<file path="config.mk">
export PLATFORM = sky130hd
export DESIGN_NAME = grt_timer
export DESIGN_NICKNAME = d
export VERILOG_FILES = /design/src/design/grt_pkg.sv /design/src/design/grt_prescaler.sv /design/src/design/grt_timer.sv
export SDC_FILE = /design/constraint.sdc
export NUM_CORES = 1
export LEC_CHECK = 0
export ABC_AREA = 1
export BUFFER_PORTS_ARGS = -buffer_cell sky130_fd_sc_hd__clkbuf_2
export CELL_PAD_IN_SITES_DETAIL_PLACEMENT = 2
export CELL_PAD_IN_SITES_GLOBAL_PLACEMENT = 2
export CORE_ASPECT_RATIO = 0.6
export CORE_MARGIN = 5
export CORE_UTILIZATION = 24
export CTS_CLUSTER_SIZE = 28
export DETAILED_ROUTE_END_ITERATION = 10
export PLACE_DENSITY_LB_ADDON = 0.1
export SLEW_MARGIN = 20
export SYNTH_ARGS = -nofsm -noshare
export SYNTH_HDL_FRONTEND = slang
export SYNTH_SLANG_ARGS = --single-unit
</file>
<file path="constraint.sdc">
create_clock -name clk_i -period 1.99 [get_ports clk_i]
set_clock_uncertainty 0.15 [all_clocks]
set_input_delay 0.0995 -clock clk_i [delete_from_list [all_inputs] [get_ports clk_i]]
set_output_delay 0.0995 -clock clk_i [all_outputs]
set_load 0.05 [all_outputs]
</file>
<file path="src/design/grt_pkg.sv">
// Purpose: shared constants and types for the gated reload timer
// Assumes: single 100 MHz clock, synchronous active-high reset
// Notes: prescale select is a power of two from 1 to 128
package grt_pkg;

  // ---------------------------------------------------------------
  // Modes and widths
  // ---------------------------------------------------------------
  localparam int GRT_CNT_W = 16;
  localparam int GRT_PRE_W = 3;
  localparam int GRT_DIV_W = 7;
  localparam logic [15:0] GRT_RESTART = 16'h0001;
  localparam logic [15:0] GRT_CNT_RST = 16'h0000;
  localparam logic [15:0] GRT_RLD_RST = 16'hFFFF;
  localparam logic [6:0] GRT_DIV_RST = 7'h00;

  typedef enum logic [1:0] {
    GRT_MODE_CONT = 2'h0,
    GRT_MODE_COUNTER = 2'h1,
    GRT_MODE_GATED = 2'h2,
    GRT_MODE_CAPCMP = 2'h3
  } grt_mode_t;

  // Run states, one-hot
  typedef enum logic [2:0] {
    GRT_ST_OFF = 3'b001,
    GRT_ST_ARM = 3'b010,
    GRT_ST_RUN = 3'b100
  } grt_state_t;

  // Static configuration carried as one group
  typedef struct packed {
    logic enable;
    grt_mode_t mode;
    logic [GRT_PRE_W-1:0] prescale;
    logic polarity;
    logic out_init;
    logic out_af_en;
  } grt_cfg_t;

endpackage

</file>
<file path="src/design/grt_prescaler.sv">
// Purpose: power-of-two prescaler giving a one-cycle tick
// Assumes: clr held while the timer is off
// Notes: select 0 ticks every cycle
`timescale 1ns/1ps
module grt_prescaler
  import grt_pkg::*;
(
  input wire logic clk_i, // System clock
  input wire logic srst_i, // Sync reset
  input wire logic clr_i, // Clear divider
  input wire logic [GRT_PRE_W-1:0] sel_i, // Divide by 2**sel
  output logic tick_o // One-cycle enable
);

  logic [GRT_DIV_W-1:0] div_reg;
  logic [GRT_DIV_W-1:0] div_next;
  logic [GRT_DIV_W-1:0] mask;

  // Tick when the low sel bits are all ones
  always_comb begin
    mask = GRT_DIV_W'((8'h01 << sel_i) - 8'h01);
    tick_o = ((div_reg & mask) == mask) && !clr_i;
    div_next = clr_i ? GRT_DIV_RST : div_reg + 7'h01;
  end

  always_ff @(posedge clk_i) begin
    if (srst_i) begin
      div_reg <= GRT_DIV_RST;
    end else begin
      div_reg <= div_next;
    end
  end

endmodule

</file>
<file path="src/design/grt_timer.sv">
// Purpose: 16-bit reload timer with continuous, counter, gated, capture
// Assumes: timer input arrives asynchronously from a GPIO pin
// Notes: count loaded by strobe while the timer is off, reload loaded by strobe at any time
`timescale 1ns/1ps

// Notes on behaviour
// Continuous: start count used first pass only, later reloads give 0001H.
// Continuous always counts the prescaled system clock.
// First continuous time-out counts from start value to reload.
// Software disables, configures, loads, then enables last.
// Counter mode counts input edges chosen by polarity select.
// Counter mode bypasses the prescaler, one per edge.
// External input stays at or below quarter system clock.
// Counter mode at reload: interrupt, back to 0001H, keep counting.
// Gated mode counts only while input at active level.
// Gated mode interrupts on input deassertion and on reload.
// Gated mode counts clock to reload, interrupts, restarts 0001H.
// Gated mode start count only first pass, then 0001H.
// Output pin toggles at each reset when output function enabled.
// Software compares input level with polarity to find cause.
// Software enables timer before asserting gated input.
// Capture/compare waits for first chosen edge then counts clock.
// Compare time is compare minus start, times prescale.
// Prescaler divides clock in timed modes, cleared when disabled.
// Output holds initial level while disabled, toggles from it.
module grt_timer
  import grt_pkg::*;
(
  input wire logic clk_i, // System clock 100 MHz
  input wire logic srst_i, // Sync reset, active high
  input wire grt_cfg_t cfg_i, // Mode, prescale, polarity, enable
  input wire logic cnt_wr_i, // Load count strobe
  input wire logic [15:0] cnt_wdata_i, // Count value to load
  input wire logic rld_wr_i, // Load reload strobe
  input wire logic [15:0] rld_wdata_i, // Reload value to load
  input wire logic [15:0] cmp_i, // Compare value
  input wire logic tin_i, // Timer input pin, async
  output logic [15:0] count_o, // Current count
  output logic irq_o, // One-cycle interrupt pulse
  output logic cmp_hit_o, // One-cycle compare event
  output logic tout_o, // Timer output pin level
  output logic tin_level_o // Synchronised input level
);

  // ---------------------------------------------------------------
  // Input synchroniser and edge detection
  // ---------------------------------------------------------------
  logic sync1_reg, sync2_reg, last_reg;
  logic sync1_next, sync2_next, last_next;
  logic active, edge_act, edge_deact;

  // Second stage and later only feed logic; first stage is isolated
  always_comb begin
    sync1_next = tin_i;
    sync2_next = sync1_reg;
    last_next = sync2_reg;
    active = sync2_reg ^ ~cfg_i.polarity;
    edge_act = active && !(last_reg ^ ~cfg_i.polarity);
    edge_deact = !active && (last_reg ^ ~cfg_i.polarity);
  end

  always_ff @(posedge clk_i) begin
    if (srst_i) begin
      sync1_reg <= 1'b0;
      sync2_reg <= 1'b0;
      last_reg <= 1'b0;
    end else begin
      sync1_reg <= sync1_next;
      sync2_reg <= sync2_next;
      last_reg <= last_next;
    end
  end

  // ---------------------------------------------------------------
  // Prescaler
  // ---------------------------------------------------------------
  logic tick;

  grt_prescaler u_pre (
    .clk_i(clk_i),
    .srst_i(srst_i),
    .clr_i(!cfg_i.enable),
    .sel_i(cfg_i.prescale),
    .tick_o(tick)
  );

  // ---------------------------------------------------------------
  // Counter core
  // ---------------------------------------------------------------
  grt_state_t state_reg, state_next;
  logic [15:0] cnt_reg, cnt_next, rld_reg, rld_next;
  logic irq_reg, irq_next, hit_reg, hit_next;
  logic tout_reg, tout_next, lvl_reg;
  logic step;
  logic reach;

  // Pick the increment source per mode and handle reload
  always_comb begin
    state_next = state_reg;
    cnt_next = cnt_reg;
    rld_next = rld_wr_i ? rld_wdata_i : rld_reg;
    irq_next = 1'b0;
    hit_next = 1'b0;
    tout_next = tout_reg;
    step = 1'b0;
    unique case (cfg_i.mode)
      GRT_MODE_CONT: step = tick;
      GRT_MODE_COUNTER: step = edge_act;
      GRT_MODE_GATED: step = tick && active;
      GRT_MODE_CAPCMP: step = tick;
    endcase
    reach = (cnt_reg == rld_reg);
    unique case (state_reg)
      GRT_ST_OFF: begin
        // Output parked at its initial level until enabled
        tout_next = cfg_i.out_init;
        if (cnt_wr_i) begin
          cnt_next = cnt_wdata_i;
        end
        if (cfg_i.enable) begin
          state_next = (cfg_i.mode == GRT_MODE_CAPCMP) ? GRT_ST_ARM
                                                       : GRT_ST_RUN;
        end
      end
      GRT_ST_ARM: begin
        // Hold off until the first chosen edge
        if (!cfg_i.enable) begin
          state_next = GRT_ST_OFF;
          tout_next = cfg_i.out_init;
        end else if (edge_act) begin
          state_next = GRT_ST_RUN;
        end
      end
      GRT_ST_RUN: begin
        if (!cfg_i.enable) begin
          // Park the pin at once, not one cycle late in OFF
          state_next = GRT_ST_OFF;
          tout_next = cfg_i.out_init;
        end else begin
          if (cfg_i.mode == GRT_MODE_GATED && edge_deact) begin
            irq_next = 1'b1;
          end
          if (step) begin
            if (reach && cfg_i.mode != GRT_MODE_CAPCMP) begin
              // Restart at one, not the loaded start value
              cnt_next = GRT_RESTART;
              irq_next = 1'b1;
              if (cfg_i.out_af_en) begin
                tout_next = !tout_reg;
              end
            end else begin
              cnt_next = cnt_reg + 16'h0001;
            end
            // Compare event after (cmp - start) prescaled ticks
            if (cfg_i.mode == GRT_MODE_CAPCMP
                && cnt_reg + 16'h0001 == cmp_i) begin
              hit_next = 1'b1;
              irq_next = 1'b1;
              if (cfg_i.out_af_en) begin
                tout_next = !tout_reg;
              end
            end
          end
        end
      end
      default: state_next = GRT_ST_OFF;
    endcase
  end

  always_ff @(posedge clk_i) begin
    if (srst_i) begin
      state_reg <= GRT_ST_OFF;
      cnt_reg <= GRT_CNT_RST;
      rld_reg <= GRT_RLD_RST;
      irq_reg <= 1'b0;
      hit_reg <= 1'b0;
      tout_reg <= 1'b0;
      lvl_reg <= 1'b0;
    end else begin
      state_reg <= state_next;
      cnt_reg <= cnt_next;
      rld_reg <= rld_next;
      irq_reg <= irq_next;
      hit_reg <= hit_next;
      tout_reg <= tout_next;
      lvl_reg <= sync2_reg;
    end
  end

  // Outputs straight from flops
  assign count_o = cnt_reg;
  assign irq_o = irq_reg;
  assign cmp_hit_o = hit_reg;
  assign tout_o = tout_reg;
  assign tin_level_o = lvl_reg;

endmodule

</file>
==> results of run 1 <==
[critical path, delay by kind of cell, from the launching register on]
family | cells | cell delay (ns)
flops | 1 | 0.38
fa+ha+maj | 1 | 0.16
simple gates | 14 | 1.53
buf+inv | 1 | 0.06
[power by group]
group          switching, uW  leakage [uW]  total (uW)  internal, uW
combinational           3050       0.00221        5040          2000
clock                    452     0.0000779         964           512
sequential               335      0.000403        1580          1240
[synthesized netlist by cell type, types with 2 or more instances]
library cell  number
nand2_1          182
nor2_1            78
inv_1             69
dfxtp_1           48
nand3_1           42
o21ai_0           32
a21oi_1           21
nand4_1           13
nand3b_1           8
xnor2_1            7
clkbuf_1           6
ha_1               6
o22ai_1            6
nand2_2            5
nor3_1             4
nor2_2             3
buf_2              2
buf_6              2
clkinv_1           2
nor2_4             2
o2111ai_1          2
xor2_1             2
[cell type report]
class,instances,area [um2],share of cell area [%]
clock inverters,2,17.5,0.325
inverters,71,272,5.04
clock buffers,6,139,2.58
repair buffers,195,1450,26.8
flip-flops and latches,48,991,18.4
multi-input cells,423,2300,42.8
well taps,175,219,4.06
[stage by stage]
stage	worst slack (ns)	std cells	hold slack (ns)	total power (uW)	util, %
after floorplan	0.0131	553	0.0565	3720	-
final	-0.380	920	0.00520	7590	39.9
after global routing	-0.459	920	0.0455	8070	39.9
after CTS	-0.258	915	0.00825	7390	38.7
after global placement	-0.356	869	0.142	5270	32.7
after detailed placement	-0.371	869	0.151	5400	32.7
[repair_timing]
item	4_1_cts	5_1_grt
hold buffers	18	0
gates cloned	4	0
setup buffers	17	6
setup endpoints to repair	19	21
pin swaps	35	44
hold endpoints to repair	18	0
resized for setup	72	50
[final timing paths]
path	from	end	slack, ns	depth (start not counted)
worst min register to register	sync1_reg$_SDFF_PP0_	last_next$_SDFF_PP0_	0.25	2
worst max register to register	count_o[0]$_SDFFE_PP0P_	register	-0.38	16
worst max-delay path	count_o[0]$_SDFFE_PP0P_	register	-0.38	16
worst min-delay path	cnt_wdata_i[6]	count_o[6]$_SDFFE_PP0P_	0.005	5
[layer usage]
layer | vias up | GRT usage, %
met4 | 0 | 1.98
met2 | 68 | 37.1
met5 | - | 0
met3 | 6 | 3.28
li1 | 2153 | -
met1 | 2161 | 29.1
[cell families (layout without fill, tap and decap cells)]
| kind of cell | Yosys count | after routing | synth area share (%) |
|---|---|---|---|
| flip-flops | 48 | 48 | 29.4 |
| adder cells (fa/ha/maj) | 6 | 6 | 2.30 |
| XOR/XNOR | 9 | 9 | 2.41 |
| buffers and inverters | 82 | 274 | 10.1 |
| AND/OR/NAND/NOR | 341 | 341 | 44.5 |
| AO/OA/AOI/OAI | 67 | 67 | 11.3 |
==> metrics.md, run 1 <==
| Metric | Value |
|---|---|
| Area growth syn-to-layout | 64.8% |
| Routed length on met2 | about 8000 um |
| Fin crit period | roughly 2.4 ns |
| # setup viols final | 19 |
| M1 WL | 8580 um |
| Dpl hpwl | 12500 um |
| GR Util All Layers | 21.3% |
| Failing checks | setup timing |
| CTS tree | built |
| Die ar. | between 0.015 and 0.02 mm2 |
| Commonest non-fill, non-tap cell in the layout | nand2_1 |
| Vias | 4388 |
| Core ar. | 0.0135 mm2 |
| Period utilization | 119% |
| Most frequent cells in the layout | 145 x nand2_1, 82 x buf_4, 81 x clkbuf_2 |
| CP Data Arrival Time | 2.42 ns |
| Crit-path slowest cell | dfxtp_4 |
| Max-capacitance violation count | 0 |
| Post-synth EDFFs | 0 |
| Worst Path Max Fanout | 3 |
| Initial drt markers | between 150 and 200 |
| Met3 WL | 608 um |
| Fillers | 1623 |
| CP Class | register to register |
| Least-Margin Pin Slew | 0.411 ns |
| CTS buffer count | 5 |
| CP startpoint kind | register |
| Final #Nets | 812 |
| # rows | 33 |
| First-pass GRT wire length | 26800 um |
| FF+latch count, synth | 48 |
| Synth top area cells | dfxtp_1 29%, nand2_1 21%, nor2_1 9.0% |
| Crit path largest cell delay | ~0.38 ns |
| Vias in the first global route | 4948 |
| Synth unique cells | 33 |
| Status | complete, but fails checks |
| Via/cell ratio | 4.77 |
| CP endpoint kind | register |
| Count of final hold-check violations | 0 |
| Clock transition at path regs | 0.08 ns |
| Synth Warn # | 0 |
| Post-Syn Area | 0.00327 mm2 |
| ANT cells | 0 |
| CTS Root Cell | clkbuf_16 |
| F_max | 0.422 GHz |
| IO Count | 82 |
| CP cell instances | ha_4 -> nand3_2 -> nor2_4 -> nand3_1 -> nand2_1 -> nand2_1 -> nand2_1 -> nand2_1 -> inv_1 -> nand2_1 -> nor2_2 -> nand4_1 -> nand3_1 -> nand2_2 -> nor2_2 -> nor2_1 |
| Post-synth top flop | dfxtp_1 |
| Top sig layer | met4 |
| Synth area leader | dfxtp_1 |
| Drt total wl | 17300 um |
| Avg Inst Size Synth | 5.91 um2 |
| Setup TNS | -3.45 ns |
| Static Leak | 0.00269 uW |
| Post-route cell area | 0.00539 mm2 |
| PortBufs | 81 |
| Insertion delay to the later sink of the worst-skew pair | around 0.30 ns |
| Sequential share of the synthesized area | 29.4% |
| Ys async rst share | 0% |
| Max-slew violations | 0 |
| Starting Density | 24.2% |
| HP Class | primary input to register |
| Grt ovf | 0 |
| Initial DRT Pass Iterations | 4 |
| Worst slew margin | 72.6% |
| Initial antenna violation count | 0 |
| CTS max path bufs | 2 |
| Die height | between 100 and 150 um |
| Top cell by count, worst path | nand2_1 |
| Worst EP required | 2.04 ns |
| Area fraction of the dominant cell type after synthesis | between 20 and 30% |
| Clk sinks | between 40 and 50 |
| RSZ-0062 raised after global routing | true |
| Layout cells sized above 1 | ~39% |
| Residual DRC count | 0 |
| DIE WIDTH | 161 um |
| Final WS setup | -0.380 ns |
| H-Tree Depth | 2 |
| Gate Count Post-Synth | 553 |
| Post-DRT Antenna Nets | 0 |
| Pin count of the biggest net entering global routing | 23 |
| DP Area | 0.00441 mm2 |
| Synthesized Nets | ~620 |
| Avg WL per Cell | 18.8 um |
| RePlAce Congestion | just under 0.9 |
| Max VDD drop | 0.704 mV |
| PwrDens | 1410 mW/mm2 |
No activity file was read; power rests on OpenSTA's default activity.
==> run 2, diff against run 1 <==
CORE_UTILIZATION = 29   (was 24)
REMOVE_ABC_BUFFERS = 1   (was not set)
clock period = 2.8 ns   (was 1.99 ns; I/O delays follow)
==> metrics.md, run 2 (synthesized netlist as in run 1, its figures left out) <==
| Metric | Value |
|---|---|
| Post-DRT Antenna Nets | 0 (unchanged) |
| Met2 usage | 35.5% (was 37.1%) |
| Area growth syn-to-layout | 27.9% (was 64.8%) |
| Via/cell ratio | 4.96 (was 4.77) |
| CP Data Arrival Time | 2.67 ns (was 2.42 ns) |
| IO Count | 82 (unchanged) |
| CTS buffer count | 5 (unchanged) |
| Power Total | 4020 uW (was 7590 uW) |
| GR Util All Layers | 20.9% (was 21.3%) |
| Worst Path Max Fanout | 8 (was 3) |
| Initial antenna violation count | 0 (unchanged) |
| PortBufs | 81 (unchanged) |
| Busiest grt layer | met2 (unchanged) |
| Final #Nets | 724 (was 812) |
| Layout cells sized above 1 | 16.9% (was 39.1%) |
| DIE WIDTH | 147 um (was 161 um) |
| Grt ovf | 0 (unchanged) |
| First-pass GRT wire length | 22800 um (was 26800 um) |
| Clock Power Share | 16.5% (was 12.7%) |
| CP Class | register to register (unchanged) |
| Drt total wl | 14100 um (was 17300 um) |
| Internal Power | 1820 uW (was 3750 uW) |
| Commonest non-fill, non-tap cell in the layout | nand2_1 (unchanged) |
| Place WS | 0.236 ns (was -0.371 ns) |
| Worst EP required | 2.89 ns (was 2.04 ns) |
| Most frequent cells in the layout | 182 x nand2_1, 81 x clkbuf_2, 78 x nor2_1 (was 145 x nand2_1, 82 x buf_4, 81 x clkbuf_2) |
| Vias | 3973 (was 4388) |
| CTS max path bufs | 2 (unchanged) |
| H-Tree Depth | 2 (unchanged) |
| CTS Root Cell | clkbuf_16 (unchanged) |
| Switching share of power | 54.6% (was 50.5%) |
| Core ar. | 0.0111 mm2 (was 0.0135 mm2) |
| # rows | 30 (was 33) |
| CP endpoint kind | register (unchanged) |
| F_max | 0.387 GHz (was 0.422 GHz) |
| Max-capacitance violation count | 0 (unchanged) |
| DP Area | 0.00386 mm2 (was 0.00441 mm2) |
| Setup TNS | 0 ns (was -3.45 ns) |
| FF+latch area | 961 um2 (was 991 um2) |
| RePlAce Congestion | 0.826 (was 0.882) |
| Period utilization | 92.4% (was 119%) |
| Die ar. | 0.0136 mm2 (was 0.0161 mm2) |
| Status | complete, no violations (was complete, but fails checks) |
| Insertion delay to the later sink of the worst-skew pair | 0.30 ns (about the same) |
| CP startpoint kind | register (unchanged) |
| Reg-to-reg slack, setup | 0.21 ns (was -0.38 ns) |
| Post-route cell area | 0.00418 mm2 (was 0.00539 mm2) |
| Placed Cells | 776 (was 869) |
| Pin count of the biggest net entering global routing | 33 (was 23) |
| Count of final hold-check violations | 0 (unchanged) |
| Avg WL per Cell | 17.6 um (was 18.8 um) |
| Residual DRC count | 0 (unchanged) |
| Sequential share of power | 28.9% (was 20.8%) |
| Dpl hpwl | 11300 um (was 12500 um) |
| Initial DRT Pass Iterations | 4 (unchanged) |
| Gate power share | 54.6% (was 66.5%) |
| Die height | 92.2 um (was 100 um) |
| Final WS setup | 0.213 ns (was -0.380 ns) |
| Non-Filler Instances | 801 (was 920) |
| HP Class | primary input to register (unchanged) |
| PwrDens | 960 mW/mm2 (was 1410 mW/mm2) |
| CTS tree | built (unchanged) |
| Fin crit period | 2.59 ns (was 2.37 ns) |
| # setup viols final | 0 (was 19) |
| Vias in the first global route | 4290 (was 4948) |
| Initial drt markers | 139 (was 158) |
| Fillers | 1423 (was 1623) |
| Max VDD drop | 0.327 mV (was 0.704 mV) |
| Switch Pwr | 2190 uW (was 3830 uW) |
| Least-Margin Pin Slew | 0.519 ns (was 0.411 ns) |
| Max-slew violations | 0 (unchanged) |
| Met3 Use GR | 3.36% (was 3.28%) |
| Clk sinks | 48 (unchanged) |
| Global Route met1 Usage | 28.6% (was 29.1%) |
| RSZ-0062 raised after global routing | false (was true) |
| Clock transition at path regs | 0.08 ns (about the same) |
| Worst slew margin | 65.3% (was 72.6%) |
| Static Leak | 0.00215 uW (was 0.00269 uW) |
| Starting Density | 29.3% (was 24.2%) |
| Area of the multi-input gates | 0.00198 mm2 (was 0.00230 mm2) |
| ANT cells | 0 (unchanged) |
-- run 2: path summary, 6_finish.rpt --
path                            cells past startpoint                  endpoint               startpoint
worst min register to register                      2      last_next$_SDFF_PP0_     sync1_reg$_SDFF_PP0_
worst max-delay path                               15                  register  count_o[0]$_SDFFE_PP0P_
worst max register to register                     15                  register  count_o[0]$_SDFFE_PP0P_
worst min-delay path                                5  count_o[10]$_SDFFE_PP0P_          cnt_wdata_i[10]
-- run 2: per-layer routing --
| metal | vias to the layer above | part of all wire (%) |
|---|---|---|
| li1 | 1964 | - |
| met1 | 1942 | 51 |
| met2 | 56 | 45 |
| met3 | 11 | 3.2 |
| met4 | 0 | 0.87 |
| met5 | - | 0 |
-- run 2: final cells by class --
type / instances / share of cell area (%)
tap: 144 / 4.31
multi-input combinational: 423 / 47.3
clock inverter: 2 / 0.329
clock buffer: 6 / 3.32
timing repair buffer: 107 / 15.4
sequential: 48 / 23.0
inverter: 71 / 6.37
-- run 2: critical path: stages, from the launching register on --
cell and delay, ns:
dfxtp_1 0.49, ha_1 0.28, nand2_2 0.11, nor2_4 0.22, nand3_1 0.15, nand3b_1 0.18, nand3_1 0.11, nor2_1 0.12
nand2_1 0.06, nor2_1 0.09, nand3_1 0.13, nand2_1 0.17, nand2_1 0.07, nand2_1 0.06, nor2_1 0.04, nor2_1 0.09
-- run 2: through the flow --
stage          hold slack (ns)  utilization [%]
3_5_place_dp             0.194             34.6
5_1_grt                 0.0824             37.5
3_3_place_gp             0.187             34.6
2_1_floorplan           0.0612                -
6_report                0.0382             37.5
4_1_cts                 0.0351             37.5
-- run 2: timing repair --
| item | 4_1_cts | 5_1_grt |
|---|---|---|
| buffers inserted | 0 | 0 |
| endpoints found under the hold margin | 17 | 0 |
| gates resized for setup | 0 | 0 |
| hold buffers | 17 | 0 |
-- run 2: power by group through the flow --
| stage | registers (uW) | clock network [uW] | logic (uW) |
|---|---|---|---|
| after floorplan | 1470 | 0 | 1070 |
| after global placement | 1150 | 0 | 2060 |
| after detailed placement | 1170 | 0 | 2170 |
| after CTS | 1150 | 678 | 2210 |
| after global routing | 1180 | 706 | 2430 |
| final | 1160 | 662 | 2190 |
==> run 3, diff against run 2 <==
CORE_UTILIZATION = 30   (was 29)
SYNTH_HIERARCHICAL = 1   (was not set)
==> metrics.md, run 3 <==
| Metric | Value |
|---|---|
| Status | complete, but fails checks (was complete, no violations) |
| Failing checks | hold timing |
| Layout cells sized above 1 | 19.9% (was 16.9%) |
| Drt total wl | 14400 um (was 14100 um) |
| Worst EP required | 2.83 ns (was 2.89 ns) |
| Sequential share of the synthesized area | 29.7% (was 29.4%) |
| CP cell instances | ha_1 -> nand2_1 -> nor2_4 -> nand2_2 -> nor2_1 -> nand2_1 -> nand2_1 -> nand2_1 -> nand2_1 -> nand2_1 -> nor2_1 -> nand3_1 -> nand2_1 -> nand3_1 -> nand2_1 -> a21oi_2 (was ha_1 -> nand2_2 -> nor2_4 -> nand3_1 -> nand3b_1 -> nand3_1 -> nor2_1 -> nand2_1 -> nor2_1 -> nand3_1 -> nand2_1 -> nand2_1 -> nand2_1 -> nor2_1 -> nor2_1) |
| RSZ-0062 raised after global routing | false (unchanged) |
| CP Data Arrival Time | 2.57 ns (was 2.67 ns) |
| Residual DRC count | 0 (unchanged) |
| RePlAce Congestion | 0.910 (was 0.826) |
| CTS buffer count | 5 (unchanged) |
| CTS tree | built (unchanged) |
| Vias in the first global route | 4223 (was 4290) |
| HP Class | primary input to register (unchanged) |
| Die ar. | 0.0130 mm2 (was 0.0136 mm2) |
| Worst slew margin | 50.1% (was 65.3%) |
| Starting Density | 30.7% (was 29.3%) |
| Gate Count Post-Synth | 520 (was 553) |
| Most frequent cells in the layout | 149 x nand2_1, 81 x clkbuf_2, 68 x inv_1 (was 182 x nand2_1, 81 x clkbuf_2, 78 x nor2_1) |
| Top cell by count, worst path | nand2_1 |
| DIE WIDTH | 144 um (was 147 um) |
| Count leader, synth | nand2_1 (unchanged) |
| Clock transition at path regs | 0.08 ns (about the same) |
| Avg Inst Size Synth | 6.23 um2 (was 5.91 um2) |
| GR Util All Layers | 22.5% (was 20.9%) |
| Pin count of the biggest net entering global routing | 33 (unchanged) |
| CP endpoint kind | register (unchanged) |
| Count of final hold-check violations | 1 (was 0) |
| Avg WL per Cell | 18.8 um (was 17.6 um) |
| DP Area | 0.00381 mm2 (was 0.00386 mm2) |
| Synth top area cells | dfxtp_1 30%, nand2_1 17%, nand3_1 8.5% (was dfxtp_1 29%, nand2_1 21%, nor2_1 9.0%) |
| IO Count | 82 (unchanged) |
| Crit path buf inv count | 0 (unchanged) |
| Post-synth EDFFs | 0 (unchanged) |
| # setup viols final | 0 (unchanged) |
| First-pass GRT wire length | 23000 um (was 22800 um) |
| CTS Root Cell | clkbuf_16 (unchanged) |
| Core ar. | 0.0106 mm2 (was 0.0111 mm2) |
| Post-DRT Antenna Nets | 0 (unchanged) |
| Top cells by count, synth | 149 x nand2_1, 68 x inv_1, 55 x nand3_1 (was 182 x nand2_1, 78 x nor2_1, 69 x inv_1) |
| Synth Warn # | 6 (was 0) |
| Initial drt markers | 165 (was 139) |
| Commonest non-fill, non-tap cell in the layout | nand2_1 (unchanged) |
| Power Total | 3690 uW (was 4020 uW) |
| Post-Syn Area | 0.00324 mm2 (was 0.00327 mm2) |
| Final #Nets | 695 (was 724) |
| Worst reg2reg startpoint | count_o[1]$_SDFFE_PP0P_ (was count_o[0]$_SDFFE_PP0P_) |
| Delay-heaviest family, CP | simple AND/OR/NAND/NOR gates (unchanged) |
| Crit path largest cell delay | 0.43 ns (was 0.49 ns) |
| WHS | -0.00117 ns (was 0.0382 ns) |
| Period utilization | 90.9% (was 92.4%) |
| Post-synth top flop | dfxtp_1 (unchanged) |
| Via/cell ratio | 5.08 (was 4.96) |
| PwrDens | 868 mW/mm2 (was 960 mW/mm2) |
| Min-delay src | cnt_wdata_i[8] (was cnt_wdata_i[10]) |
| WHS Path Cells | 3 (was 5) |
| Setup TNS | 0 ns (unchanged) |
| Worst Hold End | count_o[8]$_SDFFE_PP0P_ (was count_o[10]$_SDFFE_PP0P_) |
| Least-Margin Pin Slew | 0.748 ns (was 0.519 ns) |
| Synth unique cells | 38 (was 33) |
| CP Class | register to register (unchanged) |
| Ys async rst share | 0% (unchanged) |
| Die height | 90.5 um (was 92.2 um) |
| Max VDD drop | 0.429 mV (was 0.327 mV) |
| H-Tree Depth | 2 (unchanged) |
| ANT cells | 0 (unchanged) |
| Reg2Reg Depth | 16 (was 15) |
| Initial DRT Pass Iterations | 4 (unchanged) |
| FF+latch count, synth | 48 (unchanged) |
| Fin crit period | 2.55 ns (was 2.59 ns) |
| Fillers | 1326 (was 1423) |
| Worst Path Max Fanout | 8 (unchanged) |
| CP startpoint kind | register (unchanged) |
| Synth area leader | dfxtp_1 (unchanged) |
| # rows | 29 (was 30) |
| Area fraction of the dominant cell type after synthesis | 29.7% (was 29.4%) |
| Max-slew violations | 0 (unchanged) |
| Initial antenna violation count | 0 (unchanged) |
| Area of the multi-input gates | 0.00195 mm2 (was 0.00198 mm2) |
| CTS max path bufs | 2 (unchanged) |
| Insertion delay to the later sink of the worst-skew pair | 0.30 ns (about the same) |
| Reg-to-reg slack, setup | 0.25 ns (was 0.21 ns) |
| Clk sinks | 48 (unchanged) |
| Worst r2r dst | tout_o$_SDFFE_PP0P_ |
| Crit-path slowest cell | dfxtp_2 (was dfxtp_1) |
| Grt ovf | 0 (unchanged) |
| Dpl hpwl | 11200 um (was 11300 um) |
| Area growth syn-to-layout | 31.2% (was 27.9%) |
| PortBufs | 81 (unchanged) |
| Static Leak | 0.00208 uW (was 0.00215 uW) |
| F_max | 0.393 GHz (was 0.387 GHz) |
| FF+latch area | 963 um2 (was 961 um2) |
| Post-route cell area | 0.00425 mm2 (was 0.00418 mm2) |
| Vias | 3898 (was 3973) |
| Max-capacitance violation count | 0 (unchanged) |
run 3: cell type report:
class | instances | area share [%]
Multi-Input combinational cell | 387 | 45.8
Sequential cell | 48 | 22.7
Timing Repair Buffer | 115 | 17.0
Inverter | 71 | 6.27
Tap cell | 139 | 4.09
Clock buffer | 6 | 3.27
Clock inverter | 2 | 0.913
run 3: worst max path at each step:
stage,cells after the start,slack [ns],from,to
floorplan,16,0.36,count_o[1]$_SDFFE_PP0P_,tout_o$_SDFFE_PP0P_
global placement,16,0.35,count_o[1]$_SDFFE_PP0P_,tout_o$_SDFFE_PP0P_
detailed placement,16,0.13,count_o[1]$_SDFFE_PP0P_,tout_o$_SDFFE_PP0P_
CTS,16,0.08,count_o[1]$_SDFFE_PP0P_,tout_o$_SDFFE_PP0P_
global route,16,0.003,count_o[1]$_SDFFE_PP0P_,tout_o$_SDFFE_PP0P_
finish,16,0.25,count_o[1]$_SDFFE_PP0P_,tout_o$_SDFFE_PP0P_
run 3: stage by stage:
step / util (%) / hold slack (ns) / std cells / worst slack (ns)
floorplan: - / 0.0524 / 506 / 0.363
global placement: 36.1 / 0.183 / 734 / 0.347
detailed placement: 36.1 / 0.202 / 734 / 0.131
CTS: 40.1 / 0.00505 / 766 / 0.0783
global route: 40.3 / 0.0129 / 768 / 0.00311
finish: 40.3 / -0.00117 / 768 / 0.255
run 3: where the power goes:
part           leakage [uW]  internal, uW  switching, uW
Sequential         0.000398           834            263
Combinational       0.00160           519           1330
Clock             0.0000871           448            294
run 3: timing repair:
item	in CTS	in global routing
resized for setup	0	2
setup buffers	0	2
hold buffers	24	0
hold endpoints to repair	24	0
endpoints found under the setup margin	0	1
run 3: worst reg2reg max path, delay by kind of cell, from the launching register on:
family	cells	cell delay [ns]
AND/OR/NAND/NOR	14	1.56
flip-flops	1	0.43
adder cells (fa/ha/maj)	1	0.25
AO/OA/AOI/OAI	1	0.05
run 3: cell families after synthesis:
group / after synthesis / share of synthesized area (%)
AOI/OAI and AO/OA: 91 / 16.6
xor gates and xnor gates: 10 / 2.70
adders and majority gates: 5 / 1.93
buffers and inverters: 85 / 10.2
DFF: 48 / 29.7
and+or+nand+nor: 281 / 38.9
run 3: layer usage:
| metal | vias to the layer above | share of wire (%) | track usage [%] |
|---|---|---|---|
| met5 | - | 0 | 0 |
| met4 | 0 | 0.67 | 3.96 |
| met3 | 8 | 3.8 | 3.17 |
| met2 | 62 | 44 | 35.3 |
| met1 | 1908 | 52 | 33.0 |
| li1 | 1920 | - | - |
